$ cat src/hdl/tc_consts.svh
`ifndef TC_CONSTS_SVH
`define TC_CONSTS_SVH

// ----------------------------------------------------------------------
// Register byte offsets on the register bus.
// ----------------------------------------------------------------------
`define OFS_CTRL 8'h44
`define OFS_MODE_EXT 8'h48
`define OFS_CMP_A 8'h4c
`define OFS_CMP_B 8'h50
`define OFS_COUNT 8'h54
`define OFS_FLAGS 8'h58
`define OFS_PIN_DIR 8'h5c

// ----------------------------------------------------------------------
// Field positions in the control register and helper registers.
// ----------------------------------------------------------------------
`define CTRL_A_MODE_HI 7
`define CTRL_A_MODE_LO 6
`define CTRL_B_MODE_HI 5
`define CTRL_B_MODE_LO 4
`define CTRL_WAVE_BIT1 1
`define CTRL_WAVE_BIT0 0
`define CTRL_RW_MASK 8'hf3
`define FLAG_A_BIT 0
`define FLAG_B_BIT 1

// ----------------------------------------------------------------------
// Reset values and counter limits.
// ----------------------------------------------------------------------
`define CTRL_RESET 8'h00
`define COUNT_BOTTOM 8'h00
`define COUNT_MAX 8'hff

`endif

$ cat src/hdl/tc_pkg.sv
package tc_pkg;

  // --------------------------------------------------------------------
  // Waveform generation modes, as the three mode-select bits.
  // --------------------------------------------------------------------
  typedef enum logic [2:0] {
    WM_NORMAL = 3'b000,
    WM_PHASE_MAX = 3'b001,
    WM_CLEAR_ON_MATCH = 3'b010,
    WM_FAST_MAX = 3'b011,
    WM_RSV_4 = 3'b100,
    WM_PHASE_CMP = 3'b101,
    WM_RSV_6 = 3'b110,
    WM_FAST_CMP = 3'b111
  } wave_mode_t;

  // True for both fast PWM modes.
  function automatic logic is_fast(input wave_mode_t m);
    is_fast = (m == WM_FAST_MAX) || (m == WM_FAST_CMP);
  endfunction

  // True for both phase-correct PWM modes.
  function automatic logic is_phase(input wave_mode_t m);
    is_phase = (m == WM_PHASE_MAX) || (m == WM_PHASE_CMP);
  endfunction

  // Counter TOP: compare A in clear-on-match and the compare-A PWM modes.
  function automatic logic [7:0] mode_top(input wave_mode_t m,
                                          input logic [7:0] cmp_a);
    if ((m == WM_CLEAR_ON_MATCH) || (m == WM_PHASE_CMP) ||
        (m == WM_FAST_CMP))
      mode_top = cmp_a;
    else
      mode_top = 8'hff;
  endfunction

endpackage

$ cat src/hdl/counter_link_if.sv
`timescale 1ns/100ps

// Links the control logic to the counter core.
interface counter_link_if;
  logic tick;             // Timer tick, a one-cycle enable.
  tc_pkg::wave_mode_t mode; // Selected waveform mode.
  logic [7:0] cmp_a;      // Compare A value, TOP in some modes.
  logic load;             // Software write to the counter.
  logic [7:0] load_value; // Value written to the counter.
  logic [7:0] count;      // Present counter value.
  logic count_up;         // High while counting upward.

  modport counter (input tick, mode, cmp_a, load, load_value,
                   output count, count_up);
  modport user (output tick, mode, cmp_a, load, load_value,
                input count, count_up);
endinterface

$ cat src/hdl/compare_output_unit.sv
`timescale 1ns/100ps

// Waveform output state for one compare channel.
module compare_output_unit
  import tc_pkg::*;
(
  input wire logic clk,
  input wire logic reset_n,
  input wire logic tick,
  input wire wave_mode_t mode,
  input wire logic [1:0] out_mode,
  input wire logic toggle_ok,
  input wire logic [7:0] cmp,
  input wire logic [7:0] count,
  input wire logic count_up,
  input wire logic [7:0] top,
  output logic match,
  output logic wave
);
`include "tc_consts.svh"

  logic wave_q;  // Output state register.
  logic at_top;  // Counter sits at TOP on this tick.
  logic cmp_top; // Compare value equals TOP.

  assign match = tick && (count == cmp);
  assign at_top = tick && (count == top);
  assign cmp_top = (cmp == top);
  assign wave = wave_q;

  // --------------------------------------------------------------------
  // Output actions on compare match, BOTTOM and TOP.
  // --------------------------------------------------------------------
  always_ff @(posedge clk or negedge reset_n)
  begin
    if (!reset_n)
      wave_q <= 1'b0;
    else if (out_mode == 2'b01)
    begin
      // Toggle: always outside PWM, in PWM only when allowed.
      if (match && (toggle_ok || !(is_fast(mode) || is_phase(mode))))
        wave_q <= ~wave_q;
    end
    else if (out_mode[1])
    begin
      if (is_fast(mode))
      begin
        // Wrap to BOTTOM wins; match at TOP is ignored.
        if (at_top)
          wave_q <= ~out_mode[0];
        else if (match && !cmp_top)
          wave_q <= out_mode[0];
      end
      else if (is_phase(mode))
      begin
        // Compare at TOP: only the TOP action is done.
        if (at_top && cmp_top)
          wave_q <= ~out_mode[0];
        else if (match)
          wave_q <= count_up ? out_mode[0] : ~out_mode[0];
      end
      else if (match)
        wave_q <= out_mode[0];
    end
  end

endmodule

$ cat src/hdl/timer_compare_output_control.sv
`timescale 1ns/100ps

// Contract
// - Synchronous to clk; tick only enables counting.
// - Nonzero A mode replaces A pin function, except mode 01 in PWM without bit2.
// - Pin driver enabled only by direction bit.
// - A non-PWM: off, toggle, clear, set.
// - PWM A mode 01 toggles only if bit2.
// - Fast A 10: clear on match, set BOTTOM.
// - Fast A 11: set on match, clear BOTTOM.
// - Fast A compare at TOP: only BOTTOM action.
// - Phase A 10: clear up, set down.
// - Phase A 11: set up, clear down.
// - Phase A compare at TOP: act at TOP.
// - Nonzero B mode replaces B pin function.
// - B non-PWM: off, toggle, clear, set.
// - Fast B 10/11: match and BOTTOM actions.
// - Phase B 10/11: up and down actions.
// - B compare at TOP: ignore match, act TOP.
// - Compare-A TOP sets A flag, clears counter; in phase compare-A mode the counter turns down instead.
// - Mode bits select sequence and TOP source.
// - Phase mode counts up then down.
module timer_compare_output_control
  import tc_pkg::*;
(
  input wire logic clk,
  input wire logic reset_n,
  input wire logic timer_tick_enable,
  input wire logic [7:0] avs_address,
  input wire logic avs_read,
  input wire logic avs_write,
  input wire logic [31:0] avs_writedata,
  input wire logic [3:0] avs_byteenable,
  output logic [31:0] avs_readdata,
  output logic avs_waitrequest,
  input wire logic port_a_data,
  input wire logic port_b_data,
  output logic chan_a_pin_out,
  output logic chan_a_pin_oe_n,
  output logic chan_b_pin_out,
  output logic chan_b_pin_oe_n,
  output logic chan_a_match_flag,
  output logic chan_b_match_flag
);
`include "tc_consts.svh"

  // ----------------------------------------------------------------------
  // Registers and internal signals
  // ----------------------------------------------------------------------

  // Control register: both output modes and the two low mode bits.
  logic [7:0] ctrl_q;
  // Third mode-select bit.
  logic wave_mode_bit2_q;
  // Compare values for both channels.
  logic [7:0] chan_a_compare_value_q;
  logic [7:0] chan_b_compare_value_q;
  // Pin direction bits, high for output.
  logic [1:0] pin_dir_q;
  // Sticky match flags.
  logic flag_a_q;
  logic flag_b_q;
  // Bus answer registers.
  logic wait_q;
  logic [31:0] rdata_q;
  // Registered pin drive.
  logic pin_a_q;
  logic pin_b_q;
  logic oe_a_n_q;
  logic oe_b_n_q;

  // Output mode fields, decoded from the control register.
  logic [1:0] chan_a_output_mode;
  logic [1:0] chan_b_output_mode;
  // Selected waveform mode.
  wave_mode_t mode;
  // TOP value for the selected mode.
  logic [7:0] top;
  // Bus write accepted this cycle on the low byte lane.
  logic wr_go;
  // Channel A waveform owns its pin; a PWM toggle needs the third bit.
  logic chan_a_connected;
  // Match events and wave states from the channel units.
  logic match_a;
  logic match_b;
  logic chan_a_wave_out;
  logic chan_b_wave_out;

  // Link to the counter core.
  counter_link_if link ();

  assign chan_a_output_mode = ctrl_q[`CTRL_A_MODE_HI:`CTRL_A_MODE_LO];
  assign chan_b_output_mode = ctrl_q[`CTRL_B_MODE_HI:`CTRL_B_MODE_LO];
  assign mode = wave_mode_t'({wave_mode_bit2_q,
                              ctrl_q[`CTRL_WAVE_BIT1],
                              ctrl_q[`CTRL_WAVE_BIT0]});
  assign top = mode_top(mode, chan_a_compare_value_q);
  assign wr_go = avs_write && !wait_q && avs_byteenable[0];
  // Mode 01 in PWM without the third bit leaves the pin to the port.
  assign chan_a_connected = (chan_a_output_mode != 2'b00) &&
    !((chan_a_output_mode == 2'b01) && !wave_mode_bit2_q &&
      (is_fast(mode) || is_phase(mode)));

  // ----------------------------------------------------------------------
  // Counter core
  // ----------------------------------------------------------------------

  // The tick is a same-clock enable; no crossing is needed.
  assign link.tick = timer_tick_enable;
  assign link.mode = mode;
  assign link.cmp_a = chan_a_compare_value_q;
  assign link.load = wr_go && (avs_address == `OFS_COUNT);
  assign link.load_value = avs_writedata[7:0];

  // Counter with both slope sequences.
  wave_counter counter_core (
    .clk(clk),
    .reset_n(reset_n),
    .link(link.counter)
  );

  // ----------------------------------------------------------------------
  // Compare channels
  // ----------------------------------------------------------------------

  // Channel A may toggle in PWM when the third mode bit is set.
  compare_output_unit unit_a (
    .clk(clk),
    .reset_n(reset_n),
    .tick(timer_tick_enable),
    .mode(mode),
    .out_mode(chan_a_output_mode),
    .toggle_ok(wave_mode_bit2_q),
    .cmp(chan_a_compare_value_q),
    .count(link.count),
    .count_up(link.count_up),
    .top(top),
    .match(match_a),
    .wave(chan_a_wave_out)
  );

  // Channel B has no toggle in PWM; mode 01 leaves it untouched.
  compare_output_unit unit_b (
    .clk(clk),
    .reset_n(reset_n),
    .tick(timer_tick_enable),
    .mode(mode),
    .out_mode(chan_b_output_mode),
    .toggle_ok(1'b0),
    .cmp(chan_b_compare_value_q),
    .count(link.count),
    .count_up(link.count_up),
    .top(top),
    .match(match_b),
    .wave(chan_b_wave_out)
  );

  // ----------------------------------------------------------------------
  // Pin drive
  // ----------------------------------------------------------------------

  // A nonzero output mode takes the pin from the port logic, except channel A
  // mode 01 in PWM without the third bit. The driver follows only the
  // direction bit, even while overridden.
  always_ff @(posedge clk or negedge reset_n)
  begin
    if (!reset_n)
    begin
      pin_a_q <= 1'b0;
      pin_b_q <= 1'b0;
      oe_a_n_q <= 1'b1;
      oe_b_n_q <= 1'b1;
    end
    else
    begin
      pin_a_q <= chan_a_connected ?
                 chan_a_wave_out : port_a_data;
      pin_b_q <= (chan_b_output_mode != 2'b00) ?
                 chan_b_wave_out : port_b_data;
      oe_a_n_q <= ~pin_dir_q[0];
      oe_b_n_q <= ~pin_dir_q[1];
    end
  end

  // ----------------------------------------------------------------------
  // Match flags
  // ----------------------------------------------------------------------

  // Flags are sticky; writing a one clears, and a match in the same
  // cycle wins over the clear.
  always_ff @(posedge clk or negedge reset_n)
  begin
    if (!reset_n)
    begin
      flag_a_q <= 1'b0;
      flag_b_q <= 1'b0;
    end
    else
    begin
      if (match_a)
        flag_a_q <= 1'b1;
      else if (wr_go && (avs_address == `OFS_FLAGS) &&
               avs_writedata[`FLAG_A_BIT])
        flag_a_q <= 1'b0;
      if (match_b)
        flag_b_q <= 1'b1;
      else if (wr_go && (avs_address == `OFS_FLAGS) &&
               avs_writedata[`FLAG_B_BIT])
        flag_b_q <= 1'b0;
    end
  end

  // ----------------------------------------------------------------------
  // Register writes
  // ----------------------------------------------------------------------

  // Writes take effect at the edge where waitrequest is low.
  always_ff @(posedge clk or negedge reset_n)
  begin
    if (!reset_n)
    begin
      ctrl_q <= `CTRL_RESET;
      wave_mode_bit2_q <= 1'b0;
      chan_a_compare_value_q <= 8'h00;
      chan_b_compare_value_q <= 8'h00;
      pin_dir_q <= 2'b00;
    end
    else if (wr_go)
    begin
      unique case (avs_address)
        `OFS_CTRL:
          ctrl_q <= avs_writedata[7:0] & `CTRL_RW_MASK;
        `OFS_MODE_EXT:
          wave_mode_bit2_q <= avs_writedata[0];
        `OFS_CMP_A:
          chan_a_compare_value_q <= avs_writedata[7:0];
        `OFS_CMP_B:
          chan_b_compare_value_q <= avs_writedata[7:0];
        `OFS_PIN_DIR:
          pin_dir_q <= avs_writedata[1:0];
        default:
          // Counter and flags are handled elsewhere; unmapped ignored.
          pin_dir_q <= pin_dir_q;
      endcase
    end
  end

  // ----------------------------------------------------------------------
  // Bus answer
  // ----------------------------------------------------------------------

  // Waitrequest drops for one cycle after a request is seen, then
  // rises again; read data are captured for that cycle.
  always_ff @(posedge clk or negedge reset_n)
  begin
    if (!reset_n)
    begin
      wait_q <= 1'b1;
      rdata_q <= 32'h00000000;
    end
    else if ((avs_read || avs_write) && wait_q)
    begin
      wait_q <= 1'b0;
      rdata_q <= 32'h00000000;
      if (avs_read)
      begin
        unique case (avs_address)
          `OFS_CTRL:
            rdata_q[7:0] <= ctrl_q;
          `OFS_MODE_EXT:
            rdata_q[0] <= wave_mode_bit2_q;
          `OFS_CMP_A:
            rdata_q[7:0] <= chan_a_compare_value_q;
          `OFS_CMP_B:
            rdata_q[7:0] <= chan_b_compare_value_q;
          `OFS_COUNT:
            rdata_q[7:0] <= link.count;
          `OFS_FLAGS:
            rdata_q[1:0] <= {flag_b_q, flag_a_q};
          `OFS_PIN_DIR:
            rdata_q[1:0] <= pin_dir_q;
          default:
            // Unmapped addresses read as zero.
            rdata_q <= 32'h00000000;
        endcase
      end
    end
    else
      wait_q <= 1'b1;
  end

  // ----------------------------------------------------------------------
  // Outputs
  // ----------------------------------------------------------------------

  assign avs_readdata = rdata_q;
  assign avs_waitrequest = wait_q;
  assign chan_a_pin_out = pin_a_q;
  assign chan_b_pin_out = pin_b_q;
  assign chan_a_pin_oe_n = oe_a_n_q;
  assign chan_b_pin_oe_n = oe_b_n_q;
  assign chan_a_match_flag = flag_a_q;
  assign chan_b_match_flag = flag_b_q;

endmodule

$ cat src/hdl/wave_counter.sv
`timescale 1ns/100ps

// 8-bit counter core with single- and dual-slope sequences.
module wave_counter
  import tc_pkg::*;
(
  input wire logic clk,
  input wire logic reset_n,
  counter_link_if.counter link
);
`include "tc_consts.svh"

  logic [7:0] count_q; // Counter value.
  logic up_q;          // Count direction, high for upward.
  logic [7:0] top;     // TOP for the selected mode.

  assign top = mode_top(link.mode, link.cmp_a);
  assign link.count = count_q;
  assign link.count_up = up_q;

  // --------------------------------------------------------------------
  // Counting, advanced only on a timer tick.
  // --------------------------------------------------------------------
  // The core runs on clk; the tick is only an enable.
  always_ff @(posedge clk or negedge reset_n)
  begin
    if (!reset_n)
    begin
      count_q <= `COUNT_BOTTOM;
      up_q <= 1'b1;
    end
    else if (link.load)
    begin
      // A software write takes the counter directly.
      count_q <= link.load_value;
    end
    else if (link.tick)
    begin
      if (is_phase(link.mode))
      begin
        // Dual slope: up to TOP, then down to BOTTOM.
        if (up_q)
        begin
          if ((count_q >= top) && (top != `COUNT_BOTTOM))
          begin
            count_q <= count_q - 8'h01;
            up_q <= 1'b0;
          end
          else
            count_q <= count_q + 8'h01;
        end
        else if (count_q == `COUNT_BOTTOM)
        begin
          count_q <= count_q + 8'h01;
          up_q <= 1'b1;
        end
        else
          count_q <= count_q - 8'h01;
      end
      else
      begin
        // Single slope: cleared on the tick after TOP.
        up_q <= 1'b1;
        if (count_q == top)
          count_q <= `COUNT_BOTTOM;
        else
          count_q <= count_q + 8'h01;
      end
    end
  end

endmodule

$ cat config.mk
export PLATFORM = sky130hd
export DESIGN_NAME = timer_compare_output_control
export DESIGN_NICKNAME = d
export VERILOG_FILES = /design/src/hdl/tc_pkg.sv /design/src/hdl/counter_link_if.sv /design/src/hdl/compare_output_unit.sv /design/src/hdl/timer_compare_output_control.sv /design/src/hdl/wave_counter.sv
export VERILOG_INCLUDE_DIRS = /design/src /design/src/hdl
export SDC_FILE = /design/constraint.sdc
export NUM_CORES = 1
export LEC_CHECK = 0
export BUFFER_PORTS_ARGS = -buffer_cell sky130_fd_sc_hd__buf_2
export CORE_UTILIZATION = 50
export CTS_CLUSTER_DIAMETER = 100
export CTS_CLUSTER_SIZE = 12
export DETAILED_ROUTE_END_ITERATION = 16
export HOLD_SLACK_MARGIN = 0.12
export PLACE_DENSITY = 0.78
export SYNTH_ARGS = -nofsm -noshare
export SYNTH_HDL_FRONTEND = slang
export SYNTH_HIERARCHICAL = 1
export SYNTH_SLANG_ARGS = --single-unit
$ cat constraint.sdc
create_clock -name clk -period 3.91 [get_ports clk]
set_input_delay 0.5865 -clock clk [delete_from_list [all_inputs] [get_ports clk]]
set_output_delay 0.5865 -clock clk [all_outputs]
set_load 0.02 [all_outputs]
Word level (Yosys, flattened, before mapping) --
Cells that the tools add are included.
Word-level totals: register bits after elaboration 75, input bits 51, output and inout port bits 39, word-level logic and storage cells 149
Cells by class: add/sub/neg operators 2, order comparisons 1, eq/ne operators 23, muxes and demuxes 45, bitwise operators 7, reductions and logical operators 54
Operators with widths (count):
- 8-bit 2-to-1 mux | 9
- 8-bit by 7-bit equality test with 1-bit output, second input constant | 7
- 8-bit equality test | 5
- 1-bit 2-to-1 mux | 33
- 6-bit one-hot mux with 4 select lines | 1
- 1-bit logical AND | 20
- 4-bit nonzero test | 4
- 2-bit nonzero test | 7
- 2-bit AND reduction | 6
- 5-bit AND reduction | 2
- 8-bit by 1-bit adder with 8-bit output, second input constant | 1
- 8-bit greater-or-equal comparator | 1
- 8-bit logical NOT | 1
- 8-bit nonzero test | 1
- 8-bit by 1-bit subtractor with 8-bit output, second input constant | 1
- 1-bit logical OR | 7
- 1-bit inverter | 7
- 1-bit one-hot mux with 7 select lines | 1
- 3-bit by 2-bit equality test with 1-bit output, second input constant | 2
- 3-bit equality test, second input constant | 2
- 1-bit logical NOT | 6
- 1-bit one-hot mux with 6 select lines | 1
- 2-bit by 1-bit equality test with 1-bit output, second input constant | 2
- 4-bit by 1-bit inequality test with 1-bit output, second input constant | 1
- other kinds (4) | 4

Logic depth before layout (Yosys ltp) --
Gate-level depths: netlist of run 1.
depth after elaboration 12, depth in mapped cells 13, mapped depth without buffers 12

Modules after synthesis --
The synthesis of run 1 kept the hierarchy.
By module, submodules not included:
- timer_compare_output_control | times used 1, cells an instance 191, area an instance 2169.6 um2, sequential area each 1004.7 um2
- wave_counter | times used 1, cells an instance 130, area an instance 1038.5 um2, sequential area each 226.5 um2
- compare_output_unit | times used 2, cells an instance 49, area an instance 390.4 um2, sequential area each 25.0 um2

Least setup slack after synthesis of run 1 --
OpenSTA, ideal clock, no wires.
path type register to register, start reg ctrl_q[0], end reg counter_core.count_q[2] (netlist: counter_core/link.count[2]), setup time 0.086 ns, arrival time 3.104 ns, required time 3.824 ns, path slack 0.720 ns, stages on the path, launching flop included 13, buffers on the path 1, period minus slack after synthesis 3.190 ns, path through dfrtp_1 nor3b_1 a21oi_4 or2_2 ha_1 and4_1 or3_1 o221ai_1 a32o_1 a211o_1 buf_6 or4_1 a32oi_1
Between the ends: longest elaborated chain between the ends 11, elaborated cells on any way between the ends 18, those cells by class 1 x order compare; 5 x eq/ne; 7 x mux; 5 x reduce/logical
RTL lines:
- start, declared | RTL line timer_compare_output_control.sv:52 | logic [7:0] ctrl_q;
- start signal, assigned | RTL line timer_compare_output_control.sv:222 | ctrl_q <= `CTRL_RESET;
- start signal, assigned | RTL line timer_compare_output_control.sv:232 | ctrl_q <= avs_writedata[7:0] & `CTRL_RW_MASK;
- 3-bit by 2-bit equality test with 1-bit output or 3-bit equality test (tied branches) | RTL line tc_pkg.sv:30, tc_pkg.sv:24
- 1-bit logical OR (2 in a row) | RTL line tc_pkg.sv:30 | if ((m == WM_CLEAR_ON_MATCH) || (m == WM_PHASE_CMP) ||
- 8-bit 2-to-1 mux | RTL line tc_pkg.sv:30
- 8-bit greater-or-equal comparator or 8-bit nonzero test (tied branches)
- 1-bit logical AND | RTL line wave_counter.sv:44 | if ((count_q >= top) && (top != `COUNT_BOTTOM))
- 8-bit 2-to-1 mux | RTL line wave_counter.sv:44
- 8-bit 2-to-1 mux | RTL line wave_counter.sv:42 | if (up_q)
- 8-bit 2-to-1 mux (*) | RTL line wave_counter.sv:39 | if (is_phase(link.mode))
- 8-bit 2-to-1 mux (*) | RTL line wave_counter.sv:37 | else if (link.tick)
- 8-bit 2-to-1 mux (*) | RTL line wave_counter.sv:32 | else if (link.load)
- end signal, assigned | RTL line wave_counter.sv:35 | count_q <= link.load_value;
- end signal, assigned | RTL line wave_counter.sv:46 | count_q <= count_q - 8'h01;
- end signal, assigned | RTL line wave_counter.sv:50 | count_q <= count_q + 8'h01;
- end, declared | RTL line wave_counter.sv:13 | logic [7:0] count_q;
Every way passes the cells marked *; elsewhere a longest branch is shown, timed or not. The select of a mux whose other input is x is not followed. A chain may end at the register's enable or synchronous reset.

Worst setup path after layout of run 1 --
start reg wave_mode_bit2_q, end reg counter_core.count_q[7] (netlist: counter_core/link.count[7])
Between the ends: longest elaborated chain between the ends 11, elaborated cells on any way between the ends 18, those cells by class 1 x order compare; 5 x eq/ne; 7 x mux; 5 x reduce/logical
RTL lines:
- start, declared | RTL line timer_compare_output_control.sv:54 | logic wave_mode_bit2_q;
- start signal, assigned | RTL line timer_compare_output_control.sv:234 | wave_mode_bit2_q <= avs_writedata[0];
- 3-bit by 2-bit equality test with 1-bit output or 3-bit equality test (tied branches) | RTL line tc_pkg.sv:30, tc_pkg.sv:24
- 1-bit logical OR (2 in a row) | RTL line tc_pkg.sv:30
- 8-bit 2-to-1 mux | RTL line tc_pkg.sv:30
- 8-bit greater-or-equal comparator or 8-bit nonzero test (tied branches)
- 1-bit logical AND | RTL line wave_counter.sv:44
- 8-bit 2-to-1 mux | RTL line wave_counter.sv:44
- 8-bit 2-to-1 mux | RTL line wave_counter.sv:42
- 8-bit 2-to-1 mux (*) | RTL line wave_counter.sv:39
- 8-bit 2-to-1 mux (*) | RTL line wave_counter.sv:37
- 8-bit 2-to-1 mux (*) | RTL line wave_counter.sv:32
Marked as above.

==> results.toml, run 1 <==
[status]
outcome = "complete, no violations"

[synth]
netlist_instances = 419
synth_cell_type_count = 66
async_flop_share = 1.000
synth_area_mm2 = 0.003989
syn_avg_cell_area_um2 = 9.520
ys_ff_latch = 51
synthFlopType = "dfrtp_1"
ys_seq_area_frac = 0.3212
synth-edff-count = 0
yosysWarnings = 6

[grt]
grt_pass1_vias = 3105
grt_max_degree = 36
antenna_found_initial = 0
track_usage = 0.2491
grt_pass1_wl_mm = 16.06
grt.overflow.total = 0

[clock_network]
clk_pin_slew_ns = 0.10
hold_buffers = 0
ctsResizeCount = 0
cts_tree = "yes"
cts_setup_buffers = 0
clock-sinks = 51
htree_levels = 2
clock-root-buffer = "clkbuf_8"
clock_latency_ns = 0.31
clk_path_buf_depth = 2
numCtsBuffers = 5

[setup_path]
cp-start-kind = "flip-flop"
cp.arrival_ns = 3.54
r2r_end = "counter_core/link.count[7]"
endpoint_kind = "flip-flop"
cp.required_ns = 4.08
r2r_slack_ns = 0.54
cp_cell_sequence = "nor3b_1 > a21oi_4 > or2_2 > ha_1 > and4_1 > or3_1 > o221ai_1 > a32o_1 > a211o_1 > mux2i_1 > xnor2_1 > o21ai_0"
worst-r2r-cell-count = 12
crit_type = "reg -> reg"
max_stage_delay_ns = 0.49
cpMaxStageDelayCell = "dfrtp_1"
r2r_start = "wave_mode_bit2_q"
crit_fanout = 10

[timing]
hold_viol = 0
fmax_mhz = 296.6
setup_violations = 0
worst_slew_pin_slew_ns = 0.9680
rsz0062_at_grt = "false"
slew_violations = 0
fin_crit_ns = 3.371
finalCritPeriodShare = 0.8622
setup_tns_ns = 0
fin_skew_ns = 0.006017
max_slew_margin = 0.3497

[floorplanning]
start_util = 0.5162
die_area_mm2 = 0.008338
dieHeight_um = 91.32
core_area_mm2 = 0.007727
die_w_um = 91.32
num_rows = 32
io_pins = 90

[layout]
final_common_cell = "dfrtp_1"
final_cell_area_mm2 = 0.004288
final_cell_mix = "dfrtp_1 (47), buf_2 (38), xnor2_1 (32), conb_1 (25)"
nets = 519
antenna_cells = 0
drive_gt1_frac = 0.2118
syn2layout_area_growth_pct = 7.497

[routing]
routed_via_density = 5.970
ant_nets = 0
drt_pass1_iterations = 5
wl_per_cell_um = 17.81
drt_iter0_markers = 228
num_vias = 3343
drc = 0
routed_wl_mm = 9.971

[power]
power.density_mw_per_mm2 = 323.1
p_leak_nw = 1.916
irDropWorstVdd_mv = 0.2272

[place]
io_buffers = 38
dp_hpwl_mm = 7.379
dpl_cell_area_mm2 = 0.004189
gp_congestion = 0.9519

[worst_hold_path]
holdCritPathClass = "in -> async"

[flow_run]
cap_viol_max_count = 0
where the power goes:
group          internal, mW  switching (mW)  total (mW)
Clock                 0.145           0.182       0.326
Sequential            0.565           0.116       0.681
Combinational         0.173           0.206       0.378
cells by family (layout without fill, tap and decap cells):
| family | Yosys count | in the layout | share of synthesized area |
|---|---|---|---|
| AO/OA/AOI/OAI | 71 | 71 | 0.1308 |
| XOR/XNOR | 56 | 56 | 0.1230 |
| adder cells (fa/ha/maj) | 11 | 11 | 0.03450 |
| buffers and inverters | 48 | 63 | 0.07277 |
| flip-flops | 51 | 51 | 0.3212 |
| multiplexers | 39 | 39 | 0.1076 |
| other | 1 | 25 | 0.0009401 |
| AND/OR/NAND/NOR | 142 | 142 | 0.2092 |
Yosys cell counts (all sizes together) (7+ instances only):
cell type  instances  area [µm²]
nor2              20       77.58
xnor2             32       280.3
or2                9       56.30
nor3               9       50.05
mux2              31       349.1
mux2i              8       80.08
nor4              15       118.9
xor2              24       210.2
dfrtp             47        1176
a22o               8       70.07
nand2b             9       56.30
ha                11       137.6
inv               12       45.04
nand3             15       75.07
nor3b              7       52.55
o21ai              7       35.03
a21oi             18       101.4
nand2             24       90.09
buf               30       222.7
worst max path at each step:
| stage | startpoint | depth (start not counted) | to |
|---|---|---|---|
| 6_report | wave_mode_bit2_q | 12 | counter_core/link.count[7] |
| 5_1_grt | wave_mode_bit2_q | 12 | counter_core/link.count[7] |
| 4_1_cts | wave_mode_bit2_q | 12 | counter_core/link.count[7] |
| 3_5_place_dp | wave_mode_bit2_q | 12 | counter_core/link.count[7] |
| 3_3_place_gp | wave_mode_bit2_q | 12 | counter_core/link.count[7] |
| 2_1_floorplan | ctrl_q[0] | 12 | counter_core/link.count[2] |
sequential cells by signal, indices dropped and copies added (netlist names):
name,count
counter_core/link.count_up,1
chan_b_compare_value_q,8
ctrl_q,6
chan_a_compare_value_q,8
wave_mode_bit2_q,1
unit_a/wave,1
counter_core/link.count,8
avs_waitrequest,1
chan_b_pin_out,1
chan_a_match_flag,1
chan_b_pin_oe_n,1
chan_a_pin_oe_n,1
avs_readdata,8
chan_b_match_flag,1
chan_a_pin_out,1
unit_b/wave,1
pin_dir_q,2
metrics by stage:
step | cells | power (mW) | util | hold slack [ns] | worst slack, ns
3_3_place_gp | 552 | 1.047 | 0.5421 | 0.3887 | 0.6614
3_5_place_dp | 552 | 1.067 | 0.5421 | 0.3908 | 0.5986
4_1_cts | 560 | 1.390 | 0.5549 | 0.3967 | 0.5631
6_report | 560 | 1.385 | 0.5549 | 0.3604 | 0.5387
2_1_floorplan | 443 | 0.9631 | - | 0.2909 | 0.7198
5_1_grt | 560 | 1.470 | 0.5549 | 0.4213 | 0.3205
final cells by class:
type	instances	area, µm²
tap	102	127.6
inverter	12	45.04
timing repair buffer	43	227.7
sequential	51	1281
clock buffer	6	82.58
multi-input combinational	344	2507
fill	704	3440
clock inverter	2	16.27
worst max-delay path, delay by kind of cell, from the launching register on:
family          cells  cell delay, ns
fa+ha+maj           1            0.27
compound gates      5            0.91
mux                 1            0.26
flops               1            0.49
simple gates        4            1.16
xor+xnor            1            0.13
metal layers:
layer	wire, µm	vias to the layer above	track usage
li1	-	1553	-
met1	4337	1651	0.3258
met2	4988	123	0.4223
met3	426	16	0.03015
met4	218	0	0.09127
met5	0	-	0
(Power assumes the default switching activity.)
==> run 2, diff against run 1 <==
- CELL_PAD_IN_SITES_DETAIL_PLACEMENT: unset -> 1
- CELL_PAD_IN_SITES_GLOBAL_PLACEMENT: unset -> 2
- CORE_UTILIZATION: 50 -> 34
- PLACE_DENSITY: 0.78 -> 0.85
- SETUP_SLACK_MARGIN: unset -> 0.3
==> run 2 against run 1 <==
Critical path depth decreased by 1. Register-to-register slack gained 0.05 ns. Non-clock buffer count grew 4. Power increased by 16%. Wire length is 18% higher. Critical endpoint is now counter_core/link.count[2].
==> results.toml, run 2 (synthesis results as in run 1) <==
[routing]
drt_pass1_iterations = 4
routed_wl_mm = 11.80
drt_iter0_markers = 114
drc = 0
num_vias = 3343
wl_per_cell_um = 19.51
routed_via_density = 5.526
ant_nets = 0

[clock_network]
clk_pin_slew_ns = 0.07
numCtsBuffers = 5
clk_path_buf_depth = 2
clock-sinks = 51
clock-root-buffer = "clkbuf_16"
clock_latency_ns = 0.30
hold_buffers = 0
htree_levels = 2
cts_tree = "yes"
ctsResizeCount = 0
cts_setup_buffers = 0

[grt]
grt_pass1_vias = 3322
track_usage = 0.2039
antenna_found_initial = 0
grt.overflow.total = 0
grt_max_degree = 30
grt_pass1_wl_mm = 18.60

[layout]
drive_gt1_frac = 0.2208
multi_input_area_mm2 = 0.002509
antenna_cells = 0
final_common_cell = "dfrtp_1"
final_cell_area_mm2 = 0.004441
instances_no_fill = 605
nets = 523
fill_cells = 1340
syn2layout_area_growth_pct = 11.32
fin_util = 0.3889
final_cell_mix = "dfrtp_1 (47), buf_2 (38), xnor2_1 (32), conb_1 (25)"
seq_area_mm2 = 0.001281

[setup_path]
crit_type = "reg -> reg"
crit_fanout = 10
cp.arrival_ns = 3.54
endpoint_kind = "flip-flop"
cp.required_ns = 4.13
cp-start-kind = "flip-flop"

[floorplanning]
core_area_mm2 = 0.01142
die_w_um = 110.3
die_area_mm2 = 0.01217
num_rows = 39
io_pins = 90
dieHeight_um = 110.3
start_util = 0.3493

[timing]
fmax_mhz = 300.6
setup_violations = 0
max_slew_margin = 0.3145
fin_skew_ns = 0.003677
fin_crit_ns = 3.326
rsz0062_at_grt = "false"
slew_violations = 0
fin_hold_ws_ns = 0.2646
worst_slew_pin_slew_ns = 1.014
fin_ws_ns = 0.5838
finalCritPeriodShare = 0.8507
hold_viol = 0
setup_tns_ns = 0

[place]
dp_hpwl_mm = 8.767
post-place-ws_ns = 0.5235
dp.cells = 597
dpl_cell_area_mm2 = 0.004270
gp_congestion = 0.8569
io_buffers = 38

[flow_run]
cap_viol_max_count = 0

[power]
p_total_mw = 1.604
irDropWorstVdd_mv = 0.1621
p_leak_nw = 1.973
p_seq_frac = 0.412
intPower_mw = 1.050
power.density_mw_per_mm2 = 361.3
pwr-share-comb = 0.266
switchingPower_mw = 0.5548
p_clk_frac = 0.323
power.share.switching = 0.3458

[status]
outcome = "complete, no violations"

[worst_hold_path]
holdCritPathClass = "in -> async"
-- run 2: cell count changes in the layout (fill, tap and decap cells not counted), sizes merged --
cell and delta:
buf +4, bufinv +1, clkbuf -1, clkinv +1, clkinvlp -1
-- run 2: cell type report --
cell class	count	area share
Clock buffer	5	0.02818
Clock inverter	3	0.009862
Inverter	12	0.01014
Sequential cell	51	0.2885
Tap cell	143	0.04029
Timing Repair Buffer	47	0.05804
Multi-Input combinational cell	344	0.5649
-- run 2: power by group through the flow --
| stage | clock (mW) | combinational [mW] | sequential, mW |
|---|---|---|---|
| 2_1_floorplan | 0 | 0.303 | 0.660 |
| 3_3_place_gp | 0 | 0.406 | 0.666 |
| 3_5_place_dp | 0 | 0.425 | 0.670 |
| 4_1_cts | 0.531 | 0.427 | 0.659 |
| 5_1_grt | 0.549 | 0.473 | 0.668 |
| 6_report | 0.518 | 0.426 | 0.660 |
-- run 2: layer usage --
metal	up-vias	part of all wire	track usage
met5	-	0	0
met4	0	0.013	0.04511
met3	13	0.033	0.02822
met2	81	0.50	0.3558
met1	1688	0.45	0.2661
li1	1561	-	-
-- run 2: final timing paths --
check / start / to / slack, ns / cells past startpoint
max: wave_mode_bit2_q / counter_core/link.count[2] / 0.58 / 11
min: reset_n / avs_readdata[7] / 0.26 / 1
max reg2reg: wave_mode_bit2_q / counter_core/link.count[2] / 0.58 / 11
min reg2reg: pin_dir_q[1] / chan_b_pin_oe_n / 0.41 / 1
max in group asynchronous: reset_n / counter_core/link.count_up / 2.80 / 2
min in group clk: pin_dir_q[1] / chan_b_pin_oe_n / 0.41 / 1
-- run 2: worst max-delay path, stage by stage (launching register included) --
cell      delay, ns
dfrtp_1        0.40
nor3b_1        0.40
a21oi_4        0.11
or2_2          0.30
ha_1           0.27
and4_1         0.20
or3_1          0.13
o221ai_1       0.12
a32o_1         0.26
a211o_2        0.44
or4_1          0.42
a32oi_1        0.21
==> run 3, diff against run 2 <==
- REMOVE_ABC_BUFFERS: unset -> 1
==> run 3 against run 2 <==
Sequential power decreased by 0.8%. Critical path type unchanged. Sequential cell count unchanged. Combinational power about the same. Power decreased by 3.6%. Highest routed layer unchanged. Register-to-register slack about the same. Clock skew about the same. Via count decreased by 1.3%. Die area unchanged. Sequential share of layout area increased by 0.14 points. Largest cell class unchanged. Worst hold slack improved by 0.079 ns. Critical path depth unchanged.
==> results.toml, run 3 (synthesis results as in run 1) <==
[status]
outcome = "complete, no violations"

[floorplanning]
die_area_mm2 = 0.01217
num_rows = 39
start_util = 0.3493
dieHeight_um = 110.3
io_pins = 90
die_w_um = 110.3
core_area_mm2 = 0.01142

[setup_path]
cpMaxStageDelayCell = "dfrtp_1"
cp_cell_sequence = "nor3b_1 > a21oi_4 > or2_2 > ha_1 > and4_1 > or3_1 > o221ai_1 > a32o_1 > a211o_2 > or4_1 > a32oi_1"
r2r_start = "wave_mode_bit2_q"
setup.worst_path.end = "counter_core/link.count[2]"
worst-r2r-cell-count = 11
cp-start-kind = "flip-flop"
cp.required_ns = 4.13
cp.arrival_ns = 3.55
endpoint_kind = "flip-flop"
r2r_end = "counter_core/link.count[2]"
r2r_slack_ns = 0.58
max_stage_delay_ns = 0.48
startpoint = "wave_mode_bit2_q"
crit_type = "reg -> reg"
crit_fanout = 10

[timing]
fmax_mhz = 299.9
fin_crit_ns = 3.334
hold_viol = 0
setup_violations = 0
setup_tns_ns = 0
rsz0062_at_grt = "false"
slew_violations = 0
worst_slew_pin_slew_ns = 0.9708
finalCritPeriodShare = 0.8527
fin_skew_ns = 0.003750
max_slew_margin = 0.3436

[clock_network]
clk_path_buf_depth = 2
clock-root-buffer = "clkbuf_16"
cts_tree = "yes"
cts_setup_buffers = 0
clk_pin_slew_ns = 0.07
htree_levels = 2
clock-sinks = 51
numCtsBuffers = 5
clock_latency_ns = 0.29

[routing]
routed_via_density = 5.464
ant_nets = 0
num_vias = 3300
drt_pass1_iterations = 4
routed_wl_mm = 11.35
drc = 0
drt_iter0_markers = 125
wl_per_cell_um = 18.80

[place]
dp_hpwl_mm = 8.571
io_buffers = 38
dpl_cell_area_mm2 = 0.004263
gp_congestion = 0.8627

[power]
power.density_mw_per_mm2 = 350.1
p_leak_nw = 1.957
irDropWorstVdd_mv = 0.1745
p_total_mw = 1.547

[layout]
fill_cells = 1360
nets = 522
final_common_cell = "dfrtp_1"
syn2layout_area_growth_pct = 10.79
antenna_cells = 0
final_cell_mix = "dfrtp_1 (47), buf_2 (38), xnor2_1 (32), conb_1 (25)"
fin_util = 0.3870
drive_gt1_frac = 0.2191
final_cell_area_mm2 = 0.004419

[flow_run]
cap_viol_max_count = 0

[grt]
grt_pass1_vias = 3306
grt_pass1_wl_mm = 17.94
track_usage = 0.1966
grt.overflow.total = 0
grt_max_degree = 30
antenna_found_initial = 0

[worst_hold_path]
holdCritPathClass = "in -> async"
## run 3: what timing repair did
| item | CTS | global route |
|---|---|---|
| hold buffers | 0 | 0 |
| resized for setup | 0 | 1 |
| setup endpoints to repair | 0 | 1 |
## run 3: power by group
group | leakage, nW | switching [mW] | internal, mW
logic | 1.21 | 0.244 | 0.181
clock network | 0.0731 | 0.211 | 0.257
registers | 0.677 | 0.0893 | 0.565
total | 1.96 | 0.545 | 1.00
## run 3: layout make-up
| type | count | area (µm²) | area share |
|---|---|---|---|
| repair buffers | 46 | 250.2 | 0.05663 |
| inverters | 12 | 45.04 | 0.01019 |
| well taps | 143 | 178.9 | 0.04049 |
| clock inverters | 2 | 16.27 | 0.003681 |
| flip-flops and latches | 51 | 1281 | 0.2899 |
| multi-input cells | 344 | 2509 | 0.5677 |
| clock buffers | 6 | 138.9 | 0.03143 |
## run 3: metal layers
layer | share of wire | global-route usage
met2 | 0.47 | 0.3292
met3 | 0.037 | 0.02528
met5 | 0 | 0
met1 | 0.47 | 0.2624
met4 | 0.023 | 0.06109
## run 3: worst min path at each step
stage / start / slack (ns) / cells after the start / end
floorplan: reset_n / 0.29 / 0 / avs_readdata[0]
global placement: pin_dir_q[1] / 0.40 / 1 / chan_b_pin_oe_n
detailed placement: pin_dir_q[1] / 0.41 / 1 / chan_b_pin_oe_n
CTS: reset_n / 0.36 / 1 / chan_a_compare_value_q[3]
global route: reset_n / 0.39 / 1 / chan_b_compare_value_q[1]
finish: reset_n / 0.34 / 1 / avs_readdata[3]
## run 3: stage by stage
| stage | setup slack, ns | instances | hold WS [ns] |
|---|---|---|---|
| 2_1_floorplan | 0.7350 | 407 | 0.2909 |
| 3_5_place_dp | 0.5417 | 596 | 0.4126 |
| 6_report | 0.5757 | 604 | 0.3439 |
| 5_1_grt | 0.3614 | 604 | 0.3864 |
| 4_1_cts | 0.5281 | 604 | 0.3595 |
| 3_3_place_gp | 0.6253 | 596 | 0.3952 |
## run 3: worst max-delay path, delay by kind of cell, from the launching register on
kind                     cells  cell delay [ns]
AND/OR/NAND/NOR              5             1.40
flip-flops                   1             0.48
adder cells (fa/ha/maj)      1             0.27
AO/OA/AOI/OAI                5             1.10
